`config.mk`:
```
export PLATFORM = sky130hd
export DESIGN_NAME = mfi_ctrl
export DESIGN_NICKNAME = d
export VERILOG_FILES = /design/src/inc/mfi_pkg.sv /design/src/inc/mfi_cmp_if.sv /design/src/design/mfi_cmp.sv /design/src/design/mfi_ctrl.sv
export SDC_FILE = /design/constraint.sdc
export NUM_CORES = 1
export LEC_CHECK = 0
export ABC_AREA = 1
export BUFFER_PORTS_ARGS = -buffer_cell sky130_fd_sc_hd__buf_2
export CAP_MARGIN = 5
export CORE_MARGIN = 2
export CORE_UTILIZATION = 35
export CTS_CLUSTER_DIAMETER = 150
export DETAILED_ROUTE_END_ITERATION = 8
export SETUP_SLACK_MARGIN = 0.3
export SYNTH_ARGS = -nofsm -noshare
export SYNTH_HDL_FRONTEND = slang
export SYNTH_SLANG_ARGS = --single-unit
```
`constraint.sdc`:
```
create_clock -name clk_i -period 3.5 [get_ports clk_i]
set_input_delay 1.05 -clock clk_i [delete_from_list [all_inputs] [get_ports clk_i]]
set_output_delay 1.05 -clock clk_i [all_outputs]
set_load 0.05 [all_outputs]
```
`src/inc/mfi_pkg.sv`:
```
// Purpose: shared constants of the magnetic field interrupt controller
// Assumes: 8-bit registers at byte offsets, field values in two's complement
// Notes: status byte layout shares 0x4A with the latch mode bit
package mfi_pkg;

	// field widths
	localparam int XY_W = 13;
	localparam int Z_W = 15;
	localparam int RES_W = 14;
	localparam int CMP_W = 16;

	// register offsets
	localparam logic [7:0] ADDR_X_LSB = 8'h42;
	localparam logic [7:0] ADDR_X_MSB = 8'h43;
	localparam logic [7:0] ADDR_Y_LSB = 8'h44;
	localparam logic [7:0] ADDR_Y_MSB = 8'h45;
	localparam logic [7:0] ADDR_Z_LSB = 8'h46;
	localparam logic [7:0] ADDR_Z_MSB = 8'h47;
	localparam logic [7:0] ADDR_READY_RES = 8'h48;
	localparam logic [7:0] ADDR_RES_MSB = 8'h49;
	localparam logic [7:0] ADDR_EVENT_STATUS = 8'h4A;
	localparam logic [7:0] ADDR_EVENT_ENABLE = 8'h4D;
	localparam logic [7:0] ADDR_PIN_CONTROL = 8'h4E;
	localparam logic [7:0] ADDR_LOWER_LIMIT = 8'h4F;
	localparam logic [7:0] ADDR_UPPER_LIMIT = 8'h50;

	// event_status bit positions
	localparam int ST_LOW_X = 0;
	localparam int ST_LATCH = 1;
	localparam int ST_LOW_Y = 2;
	localparam int ST_LOW_Z = 3;
	localparam int ST_HIGH_X = 4;
	localparam int ST_HIGH_Y = 5;
	localparam int ST_OVF = 6;
	localparam int ST_HIGH_Z = 7;

	// event_enable bit positions, threshold enables are active low
	localparam int EN_LOW_N = 0;
	localparam int EN_HIGH_N = 3;
	localparam int EN_OVF = 6;

	// pin_control bit positions
	localparam int PC_EVENT_POL = 0;
	localparam int PC_READY_POL = 2;
	localparam int PC_EVENT_EN = 6;
	localparam int PC_READY_EN = 7;

	// sample_ready_and_resistance_low layout
	localparam int RDY_BIT = 0;
	localparam int RES_LSB_POS = 2;

	// values after reset
	localparam logic [7:0] ENABLE_RST = 8'h3F;
	localparam logic [7:0] PIN_RST = 8'h05;
	localparam logic [7:0] LIMIT_RST = 8'h00;
	localparam logic LATCH_RST = 1'b1;

	// saturation markers and threshold scale
	localparam logic [XY_W-1:0] XY_OVF_MARK = 13'h1000;
	localparam logic [Z_W-1:0] Z_OVF_MARK = 15'h4000;
	localparam int THR_SHIFT = 4;

endpackage : mfi_pkg
```
`src/inc/mfi_cmp_if.sv`:
```
// Purpose: carries the field values about to be stored to the threshold comparator
// Assumes: one clock domain, purely combinational path
// Notes: below and above are per axis, bit0 x, bit1 y, bit2 z
`timescale 1ns/1ps
`default_nettype none
interface mfi_cmp_if;
	logic [mfi_pkg::XY_W-1:0] x;
	logic [mfi_pkg::XY_W-1:0] y;
	logic [mfi_pkg::Z_W-1:0] z;
	logic [7:0] low_thr;
	logic [7:0] high_thr;
	logic [2:0] below;
	logic [2:0] above;
	modport ctrl (output x, output y, output z, output low_thr, output high_thr, input below, input above);
	modport cmp (input x, input y, input z, input low_thr, input high_thr, output below, output above);
endinterface : mfi_cmp_if
`default_nettype wire

```
`src/design/mfi_cmp.sv`:
```
// Purpose: signed threshold comparison of the three field axes
// Assumes: values are the ones about to be stored
// Notes: x and y saturation marker never counts as below
`timescale 1ns/1ps
`default_nettype none
module mfi_cmp (
	// comparison port
	mfi_cmp_if.cmp cmp_if
);

	function automatic logic signed [mfi_pkg::CMP_W-1:0] mfi_scale(input logic [7:0] thr);
		mfi_scale = {{(mfi_pkg::CMP_W-8-mfi_pkg::THR_SHIFT){thr[7]}}, thr, 4'h0};
	endfunction : mfi_scale

	function automatic logic signed [mfi_pkg::CMP_W-1:0] mfi_ext_xy(input logic [mfi_pkg::XY_W-1:0] v);
		mfi_ext_xy = {{(mfi_pkg::CMP_W-mfi_pkg::XY_W){v[mfi_pkg::XY_W-1]}}, v};
	endfunction : mfi_ext_xy

	logic signed [mfi_pkg::CMP_W-1:0] lo;
	logic signed [mfi_pkg::CMP_W-1:0] hi;
	logic signed [mfi_pkg::CMP_W-1:0] zs;

	always_comb begin
		lo = mfi_scale(cmp_if.low_thr);
		hi = mfi_scale(cmp_if.high_thr);
		zs = {{(mfi_pkg::CMP_W-mfi_pkg::Z_W){cmp_if.z[mfi_pkg::Z_W-1]}}, cmp_if.z};
		cmp_if.below[0] = (mfi_ext_xy(cmp_if.x) < lo) && (cmp_if.x != mfi_pkg::XY_OVF_MARK);
		cmp_if.below[1] = (mfi_ext_xy(cmp_if.y) < lo) && (cmp_if.y != mfi_pkg::XY_OVF_MARK);
		cmp_if.below[2] = zs < lo;
		cmp_if.above[0] = mfi_ext_xy(cmp_if.x) > hi;
		cmp_if.above[1] = mfi_ext_xy(cmp_if.y) > hi;
		cmp_if.above[2] = zs > hi;
	end

endmodule : mfi_cmp
`default_nettype wire

```
`src/design/mfi_ctrl.sv`:
```
// Purpose: interrupt controller of a three-axis magnetic field sensor
// Assumes: host register port already decoded from the serial link
// Notes: one measurement set arrives as a one-cycle pulse
//        no shadow registers, so a set stored during a burst read can mix bytes
//        data overrun is not flagged
//        flags are held in flops; the pins are plain decodes of them
//
// Functional notes
// - four interrupt engines, each separately enabled
// - enabled condition sets its status flag
// - event pin active only with event enable
// - threshold and overflow to event pin, ready separate
// - per-axis threshold enables, active low, reset disabled
// - shared overflow event, enable bit defaults off
// - ready pin driven only with its enable
// - flags update together with data store
// - status in event_status, ready at sample_ready_and_resistance_low bit0
// - disabled event cleared at next measurement
// - non-latched follows condition, latched cleared by read
// - one latch mode bit, reset latched
// - ready always non-latched, cleared after readout
// - per-pin polarity bits, default active high
// - push-pull when enabled, high impedance otherwise
// - ready raised after full set stored
// - below lower limit times sixteen sets low
// - x and y saturation marker never raises low event
// - above upper limit times sixteen sets high
// - overflowed axis stored as most negative value
// - overflow flag when any axis out of range
// - ready cleared when data read transfer ends
// - all comparisons signed two's complement
`timescale 1ns/1ps
`default_nettype none
module mfi_ctrl (
	// clock and reset
	input wire logic clk_i,
	input wire logic sys_rst_i,

	// measurement set from the conversion side
	input wire logic meas_valid_i,
	input wire logic [mfi_pkg::XY_W-1:0] meas_x_i,
	input wire logic [mfi_pkg::XY_W-1:0] meas_y_i,
	input wire logic [mfi_pkg::Z_W-1:0] meas_z_i,
	input wire logic [mfi_pkg::RES_W-1:0] meas_res_i,
	input wire logic [2:0] meas_ovf_i,

	// host register port
	input wire logic [7:0] reg_addr_i,
	input wire logic reg_wr_i,
	input wire logic [7:0] reg_wdata_i,
	input wire logic reg_rd_i,
	input wire logic xfer_end_i,
	output logic [7:0] reg_rdata_o,

	// stored field data
	output logic [mfi_pkg::XY_W-1:0] field_x_value_o,
	output logic [mfi_pkg::XY_W-1:0] field_y_value_o,
	output logic [mfi_pkg::Z_W-1:0] field_z_value_o,
	output logic [mfi_pkg::RES_W-1:0] plate_resistance_value_o,

	// event pin
	output logic event_pin_o,
	output logic event_pin_oe_o,

	// sample ready pin
	output logic sample_ready_pin_o,
	output logic sample_ready_pin_oe_o
);

	typedef struct packed {
		logic [mfi_pkg::XY_W-1:0] x;
		logic [mfi_pkg::XY_W-1:0] y;
		logic [mfi_pkg::Z_W-1:0] z;
		logic [mfi_pkg::RES_W-1:0] res;
		logic ready;
		logic data_read;
		logic [2:0] low;
		logic [2:0] high;
		logic ovf;
		logic latch;
		logic [7:0] enable;
		logic [7:0] pins;
		logic [7:0] lower;
		logic [7:0] upper;
		logic [7:0] rdata;
	} mfi_state_s;

	mfi_state_s st;
	mfi_state_s next_st;

	mfi_cmp_if cmp_bus ();

	mfi_cmp u_cmp (
		.cmp_if(cmp_bus)
	);

	// packs the flags into the event_status layout
	function automatic logic [7:0] mfi_status_byte(input mfi_state_s s);
		logic [7:0] b;
		b = 8'h00;
		b[mfi_pkg::ST_LOW_X] = s.low[0];
		b[mfi_pkg::ST_LATCH] = s.latch;
		b[mfi_pkg::ST_LOW_Y] = s.low[1];
		b[mfi_pkg::ST_LOW_Z] = s.low[2];
		b[mfi_pkg::ST_HIGH_X] = s.high[0];
		b[mfi_pkg::ST_HIGH_Y] = s.high[1];
		b[mfi_pkg::ST_OVF] = s.ovf;
		b[mfi_pkg::ST_HIGH_Z] = s.high[2];
		mfi_status_byte = b;
	endfunction : mfi_status_byte

	// true for the field and resistance data registers
	function automatic logic mfi_is_data(input logic [7:0] a);
		mfi_is_data = (a >= mfi_pkg::ADDR_X_LSB) && (a <= mfi_pkg::ADDR_RES_MSB);
	endfunction : mfi_is_data

	// per-axis threshold enables are stored active low
	function automatic logic [2:0] mfi_axis_en(input logic [7:0] en, input int pos);
		mfi_axis_en = ~en[pos +: 3];
	endfunction : mfi_axis_en

	// polarity bit set means the active level is high
	function automatic logic mfi_pin_level(input logic active, input logic pol);
		mfi_pin_level = pol ? active : ~active;
	endfunction : mfi_pin_level

	// splits a 13-bit axis into its register bytes, low bits left aligned
	function automatic logic [7:0] mfi_xy_byte(input logic [mfi_pkg::XY_W-1:0] v, input logic upper);
		mfi_xy_byte = upper ? v[12:5] : {v[4:0], 3'h0};
	endfunction : mfi_xy_byte

	// next value of a group of event flags at a new measurement; a disabled
	// flag drops in both modes, an older flag survives only when latched
	function automatic logic [2:0] mfi_flags_next(
		input logic [2:0] held,
		input logic [2:0] hit,
		input logic [2:0] en,
		input logic latch
	);
		logic [2:0] keep;
		keep = latch ? held : 3'h0;
		mfi_flags_next = (keep | hit) & en;
	endfunction : mfi_flags_next

	// values to be stored, saturated on overflow
	logic [mfi_pkg::XY_W-1:0] new_x;
	logic [mfi_pkg::XY_W-1:0] new_y;
	logic [mfi_pkg::Z_W-1:0] new_z;
	logic [2:0] low_en;
	logic [2:0] high_en;
	logic ovf_en;
	logic status_read;
	logic data_read_now;
	logic event_active;
	logic [7:0] rd_mux;

	// engine outputs and clears
	logic [2:0] low_hit;
	logic [2:0] high_hit;
	logic ovf_hit;
	logic [2:0] ovf_next;
	logic flag_clear;
	logic ready_clear;

	always_comb begin
		new_x = meas_ovf_i[0] ? mfi_pkg::XY_OVF_MARK : meas_x_i;
		new_y = meas_ovf_i[1] ? mfi_pkg::XY_OVF_MARK : meas_y_i;
		new_z = meas_ovf_i[2] ? mfi_pkg::Z_OVF_MARK : meas_z_i;
	end

	// comparisons look at the values being stored, not the old ones
	assign cmp_bus.x = new_x;
	assign cmp_bus.y = new_y;
	assign cmp_bus.z = new_z;
	assign cmp_bus.low_thr = st.lower;
	assign cmp_bus.high_thr = st.upper;

	always_comb begin
		low_en = mfi_axis_en(st.enable, mfi_pkg::EN_LOW_N);
		high_en = mfi_axis_en(st.enable, mfi_pkg::EN_HIGH_N);
		ovf_en = st.enable[mfi_pkg::EN_OVF];
		status_read = reg_rd_i && (reg_addr_i == mfi_pkg::ADDR_EVENT_STATUS);
		data_read_now = reg_rd_i && mfi_is_data(reg_addr_i);
	end

	// the three flag engines; ready needs no gate since its pin enable does the job
	always_comb begin
		low_hit = cmp_bus.below & low_en;
		high_hit = cmp_bus.above & high_en;
		ovf_hit = (|meas_ovf_i) & ovf_en;
		flag_clear = status_read && st.latch;
		ready_clear = xfer_end_i && (st.data_read || data_read_now);
	end

	// read data mux, reserved bits read as zero
	always_comb begin
		rd_mux = 8'h00;
		unique case (reg_addr_i)
			mfi_pkg::ADDR_X_LSB: begin
				rd_mux = mfi_xy_byte(st.x, 1'b0);
			end
			mfi_pkg::ADDR_X_MSB: begin
				rd_mux = mfi_xy_byte(st.x, 1'b1);
			end
			mfi_pkg::ADDR_Y_LSB: begin
				rd_mux = mfi_xy_byte(st.y, 1'b0);
			end
			mfi_pkg::ADDR_Y_MSB: begin
				rd_mux = mfi_xy_byte(st.y, 1'b1);
			end
			mfi_pkg::ADDR_Z_LSB: begin
				rd_mux = {st.z[6:0], 1'h0};
			end
			mfi_pkg::ADDR_Z_MSB: begin
				rd_mux = st.z[14:7];
			end
			mfi_pkg::ADDR_READY_RES: begin
				rd_mux = {st.res[5:0], 2'h0};
				rd_mux[mfi_pkg::RDY_BIT] = st.ready;
			end
			mfi_pkg::ADDR_RES_MSB: begin
				rd_mux = st.res[13:6];
			end
			mfi_pkg::ADDR_EVENT_STATUS: begin
				rd_mux = mfi_status_byte(st);
			end
			mfi_pkg::ADDR_EVENT_ENABLE: begin
				rd_mux = st.enable;
			end
			mfi_pkg::ADDR_PIN_CONTROL: begin
				rd_mux = st.pins;
			end
			mfi_pkg::ADDR_LOWER_LIMIT: begin
				rd_mux = st.lower;
			end
			mfi_pkg::ADDR_UPPER_LIMIT: begin
				rd_mux = st.upper;
			end
			default: begin
				rd_mux = 8'h00;
			end
		endcase
	end

	always_comb begin
		next_st = st;
		ovf_next = 3'h0;

		// read data is registered; a read takes the value before any clear
		if (reg_rd_i) begin
			next_st.rdata = rd_mux;
		end

		// register writes; addresses up to 0x4A are read-only except the mode bit
		if (reg_wr_i) begin
			unique case (reg_addr_i)
				mfi_pkg::ADDR_EVENT_STATUS: begin
					next_st.latch = reg_wdata_i[mfi_pkg::ST_LATCH];
				end
				mfi_pkg::ADDR_EVENT_ENABLE: begin
					next_st.enable = reg_wdata_i;
				end
				mfi_pkg::ADDR_PIN_CONTROL: begin
					next_st.pins = reg_wdata_i;
				end
				mfi_pkg::ADDR_LOWER_LIMIT: begin
					next_st.lower = reg_wdata_i;
				end
				mfi_pkg::ADDR_UPPER_LIMIT: begin
					next_st.upper = reg_wdata_i;
				end
				default: begin
				end
			endcase
		end

		// latched flags drop on a status read; the pin follows the flags
		if (flag_clear) begin
			next_st.low = 3'h0;
			next_st.high = 3'h0;
			next_st.ovf = 1'b0;
		end

		// ready clears when a transfer that touched data registers ends
		if (data_read_now) begin
			next_st.data_read = 1'b1;
		end
		if (ready_clear) begin
			next_st.ready = 1'b0;
			next_st.data_read = 1'b0;
		end

		// a new set is stored and every flag is recomputed in the same edge;
		// placed last so a same-cycle clear never hides a fresh event
		if (meas_valid_i) begin
			next_st.x = new_x;
			next_st.y = new_y;
			next_st.z = new_z;
			next_st.res = meas_res_i;
			next_st.ready = 1'b1;
			next_st.low = mfi_flags_next(next_st.low, low_hit, low_en, st.latch);
			next_st.high = mfi_flags_next(next_st.high, high_hit, high_en, st.latch);
			// overflow reuses the three-lane helper in its lowest lane
			ovf_next = mfi_flags_next({2'h0, next_st.ovf}, {2'h0, ovf_hit}, {2'h0, ovf_en}, st.latch);
			next_st.ovf = ovf_next[0];
		end

		if (sys_rst_i) begin
			next_st = '0;
			next_st.latch = mfi_pkg::LATCH_RST;
			next_st.enable = mfi_pkg::ENABLE_RST;
			next_st.pins = mfi_pkg::PIN_RST;
			next_st.lower = mfi_pkg::LIMIT_RST;
			next_st.upper = mfi_pkg::LIMIT_RST;
		end
	end

	always_ff @(posedge clk_i) begin
		st <= next_st;
	end

	// pins are decoded from registered state only, so they never glitch on inputs
	always_comb begin
		event_active = (|st.low) | (|st.high) | st.ovf;
		event_pin_o = mfi_pin_level(event_active, st.pins[mfi_pkg::PC_EVENT_POL]);
		event_pin_oe_o = st.pins[mfi_pkg::PC_EVENT_EN];
	end

	// the ready pin is kept apart from the shared event pin
	always_comb begin
		sample_ready_pin_o = mfi_pin_level(st.ready, st.pins[mfi_pkg::PC_READY_POL]);
		sample_ready_pin_oe_o = st.pins[mfi_pkg::PC_READY_EN];
	end

	assign reg_rdata_o = st.rdata;
	assign field_x_value_o = st.x;
	assign field_y_value_o = st.y;
	assign field_z_value_o = st.z;
	assign plate_resistance_value_o = st.res;

endmodule : mfi_ctrl
`default_nettype wire

```
==> flow_summary.yaml <==
outcome:
  status: "completed"
placement:
  pre_cts_ws_ns: 0.587
  port_buffers: 146
  post-dp-hpwl_um: 18400
  place_congestion: 0.938
cts:
  clk_pin_slew_ns: 0.08
  cts_setup_buffers: 0
  clk_root_buffer_cell: "clkbuf_16"
  cts.sink_count: 105
  cts_buffer_depth: 2
  h-tree-depth: 3
  numCtsBuffers: 9
  clkLatencyLatePin_ns: 0.37
  cts_tree: "done"
cells_and_area:
  fill_cells: 2103
  drive_above_1_share: 0.200
  fin_nets: 1194
  n_antenna_cell: 0
  area_growth_pct: 11.8
routing:
  drt_wl_total_um: 23300
  avgRoutedWirePerCell_um: 17.4
  dr_total_vias: 6888
  antenna_left: 0
  vias_per_cell: 5.16
  dr.pass1.iters: 5
  drc_errors: 0
  drtIter0Drc: 692
timing:
  maxSlewHeadroom: 0.551
  rsz0062_at_grt: "no"
  fin_crit_sh: 0.887
  hold_viol: 0
  final_max_slew_viol_count: 0
  tightestPinTransition_ns: 0.673
  skew_ns: 0.00919
  fin_setup_tns_ns: 0
  period_minus_slack_ns: 3.10
  max_freq_ghz: 0.322
  setup_viol: 0
  finalWorstSetupSlack_ns: 0.396
power_and_ir_drop:
  ir_worst_vdd_mv: 0.243
  p_per_area_nw_per_um2: 379
  leakagePower_nw: 3.51
  power_mw: 2.88
synthesis:
  postSynthAreaPerCell_um2: 6.78
  synth_area_leaders: "dfxtp_1 31%, nand2_1 9.8%, ha_1 7.9%, a21oi_1 7.4%, buf_4 7.3%"
  synthCells: 1003
  syn_nets: 1126
  synth-seq-cells: 105
  ys.flop_type: "dfxtp_1"
  yosysTopAreaCell: "dfxtp_1"
  netlist.area_leader.share: 0.309
  synth_area_um2: 6800
  synth_edf_count: 0
  yosys_warnings: 0
  ys_types: 40
  ys_seq_area_frac: 0.309
  async_flop_share: 0
die:
  core_um2: 18900
  initial_core_util: 0.360
  row_count: 50
  pin_count: 147
  die_h_um: 143
  die-area_um2: 20600
  fp.dieW_um: 143
global_route:
  grt_pass1_wl_um: 34800
  grt_overflow: 0
  grt_start_max_net_pins: 76
  antenna_found_initial: 0
  grt_pass1_vias: 6186
  grt_usage: 0.224
setup_path:
  cp-start-kind: "register"
  arrival_ns: 2.05
  crit_path_max_fanout: 4
  worst-endpoint-required_ns: 2.45
  critPathKind: "register to output pin"
  crit_path_end_kind: "output pin"
min_path:
  min_path_type: "register to register"
flow_run:
  cap_viol_max_count: 0
-- cell usage in the layout, fill, tap and decap left out, drive strengths merged, types with 3 or more instances in the layout --
cell / netlist / routed
dfxtp: 105 / 105
nor2: 100 / 100
nand2: 186 / 186
or2: 5 / 5
nand4: 20 / 20
o2111ai: 5 / 5
o21ai: 97 / 97
a31oi: 4 / 4
o211ai: 5 / 5
ha: 43 / 43
clkbuf: 27 / 9
clkinv: 1 / 5
inv: 109 / 111
o22ai: 13 / 13
a21oi: 105 / 105
a211oi: 3 / 3
nand3: 81 / 81
nor3: 7 / 7
nor4: 3 / 3
buf: 73 / 157
-- state kept, by name (all words and copies together), names as in the netlist --
name / count
field_y_value_o: 13
cmp_bus.high_thr: 8
field_x_value_o: 13
st: 23
plate_resistance_value_o: 14
reg_rdata_o: 8
sample_ready_pin_oe_o: 1
cmp_bus.low_thr: 8
field_z_value_o: 15
event_pin_oe_o: 1
ovf_en: 1
-- per-stage QoR --
step / cell area, µm² / hold WS [ns] / util / cells
3_3_place_gp: 7300 / 0.454 / 0.387 / 1320
4_1_cts: 7600 / 0.469 / 0.402 / 1336
3_5_place_dp: 7300 / 0.456 / 0.387 / 1320
2_1_floorplan: 6800 / 0.425 / - / 1003
5_1_grt: 7600 / 0.491 / 0.402 / 1336
6_report: 7600 / 0.469 / 0.402 / 1336
-- cell families after synthesis --
logic type | synth area share
flip-flops | 0.309
XOR/XNOR | 0.00258
AND/OR/NAND/NOR | 0.265
AO/OA/AOI/OAI | 0.189
adder cells (fa/ha/maj) | 0.0791
buffers and inverters | 0.155
-- cell usage after synthesis (2+ instances only) --
cell and count:
nand2_1 177, dfxtp_1 105, a21oi_1 101, inv_1 95, nor2_1 90, o21ai_0 81, nand3_1 78, buf_4 66
ha_1 43, clkbuf_1 27, nand4_1 20, o21ai_1 16, o22ai_1 13, inv_2 12, nand2_2 7, nor3_1 7
nor2_2 6, o2111ai_1 5, o211ai_1 5, or2_1 5, a21oi_2 4, a31oi_1 4, buf_2 4, nor2_4 4
a211oi_1 3, nand3_2 3, nor4_1 3, a21boi_0 2, buf_1 2, inv_4 2, nand2_4 2, nor3b_1 2
o21bai_1 2
-- layer usage --
metal,vias up,routed length [µm],share of wire,track usage
met3,41,1860,0.080,0.0437
met1,3122,10400,0.45,0.312
met5,-,0,0,0
met4,0,745,0.032,0.0800
met2,287,10200,0.44,0.345
li1,3438,-,-,-
-- layout make-up --
| cell class | count | area (µm²) | area share |
|---|---|---|---|
| clock inverters | 7 | 66.3 | 0.00872 |
| inverters | 110 | 418 | 0.0550 |
| multi-input cells | 688 | 3650 | 0.480 |
| well taps | 260 | 325 | 0.0428 |
| flip-flops and latches | 105 | 2100 | 0.277 |
| repair buffers | 157 | 813 | 0.107 |
| clock buffers | 9 | 225 | 0.0296 |
-- critical path: stages, from the launching register on --
cell and delay [ns]:
dfxtp_1 0.35, or4_1 0.54, nor4_2 0.31, xor2_1 0.20, buf_2 0.29
-- repair_timing --
item,4_1_cts,5_1_grt
hold buffers,0,0
gates resized for setup,1,0
setup endpoints to repair,1,0
-- power by group --
part	leakage, nW	switching (mW)	internal, mW	total [mW]
clock network	0.141	0.528	0.499	1.03
registers	0.859	0.0383	1.24	1.28
logic	2.51	0.418	0.160	0.578
-- path summary, 6_finish.rpt --
check,from,endpoint,slack [ns],cells past startpoint
setup reg to reg,cmp_bus.low_thr[7],st[45],1.47,13
hold reg to reg,st[25],st[25],0.47,2
hold / removal,st[25],st[25],0.47,2
setup / recovery,st[43],event_pin_o,0.40,4
(Power assumes the default switching activity.)
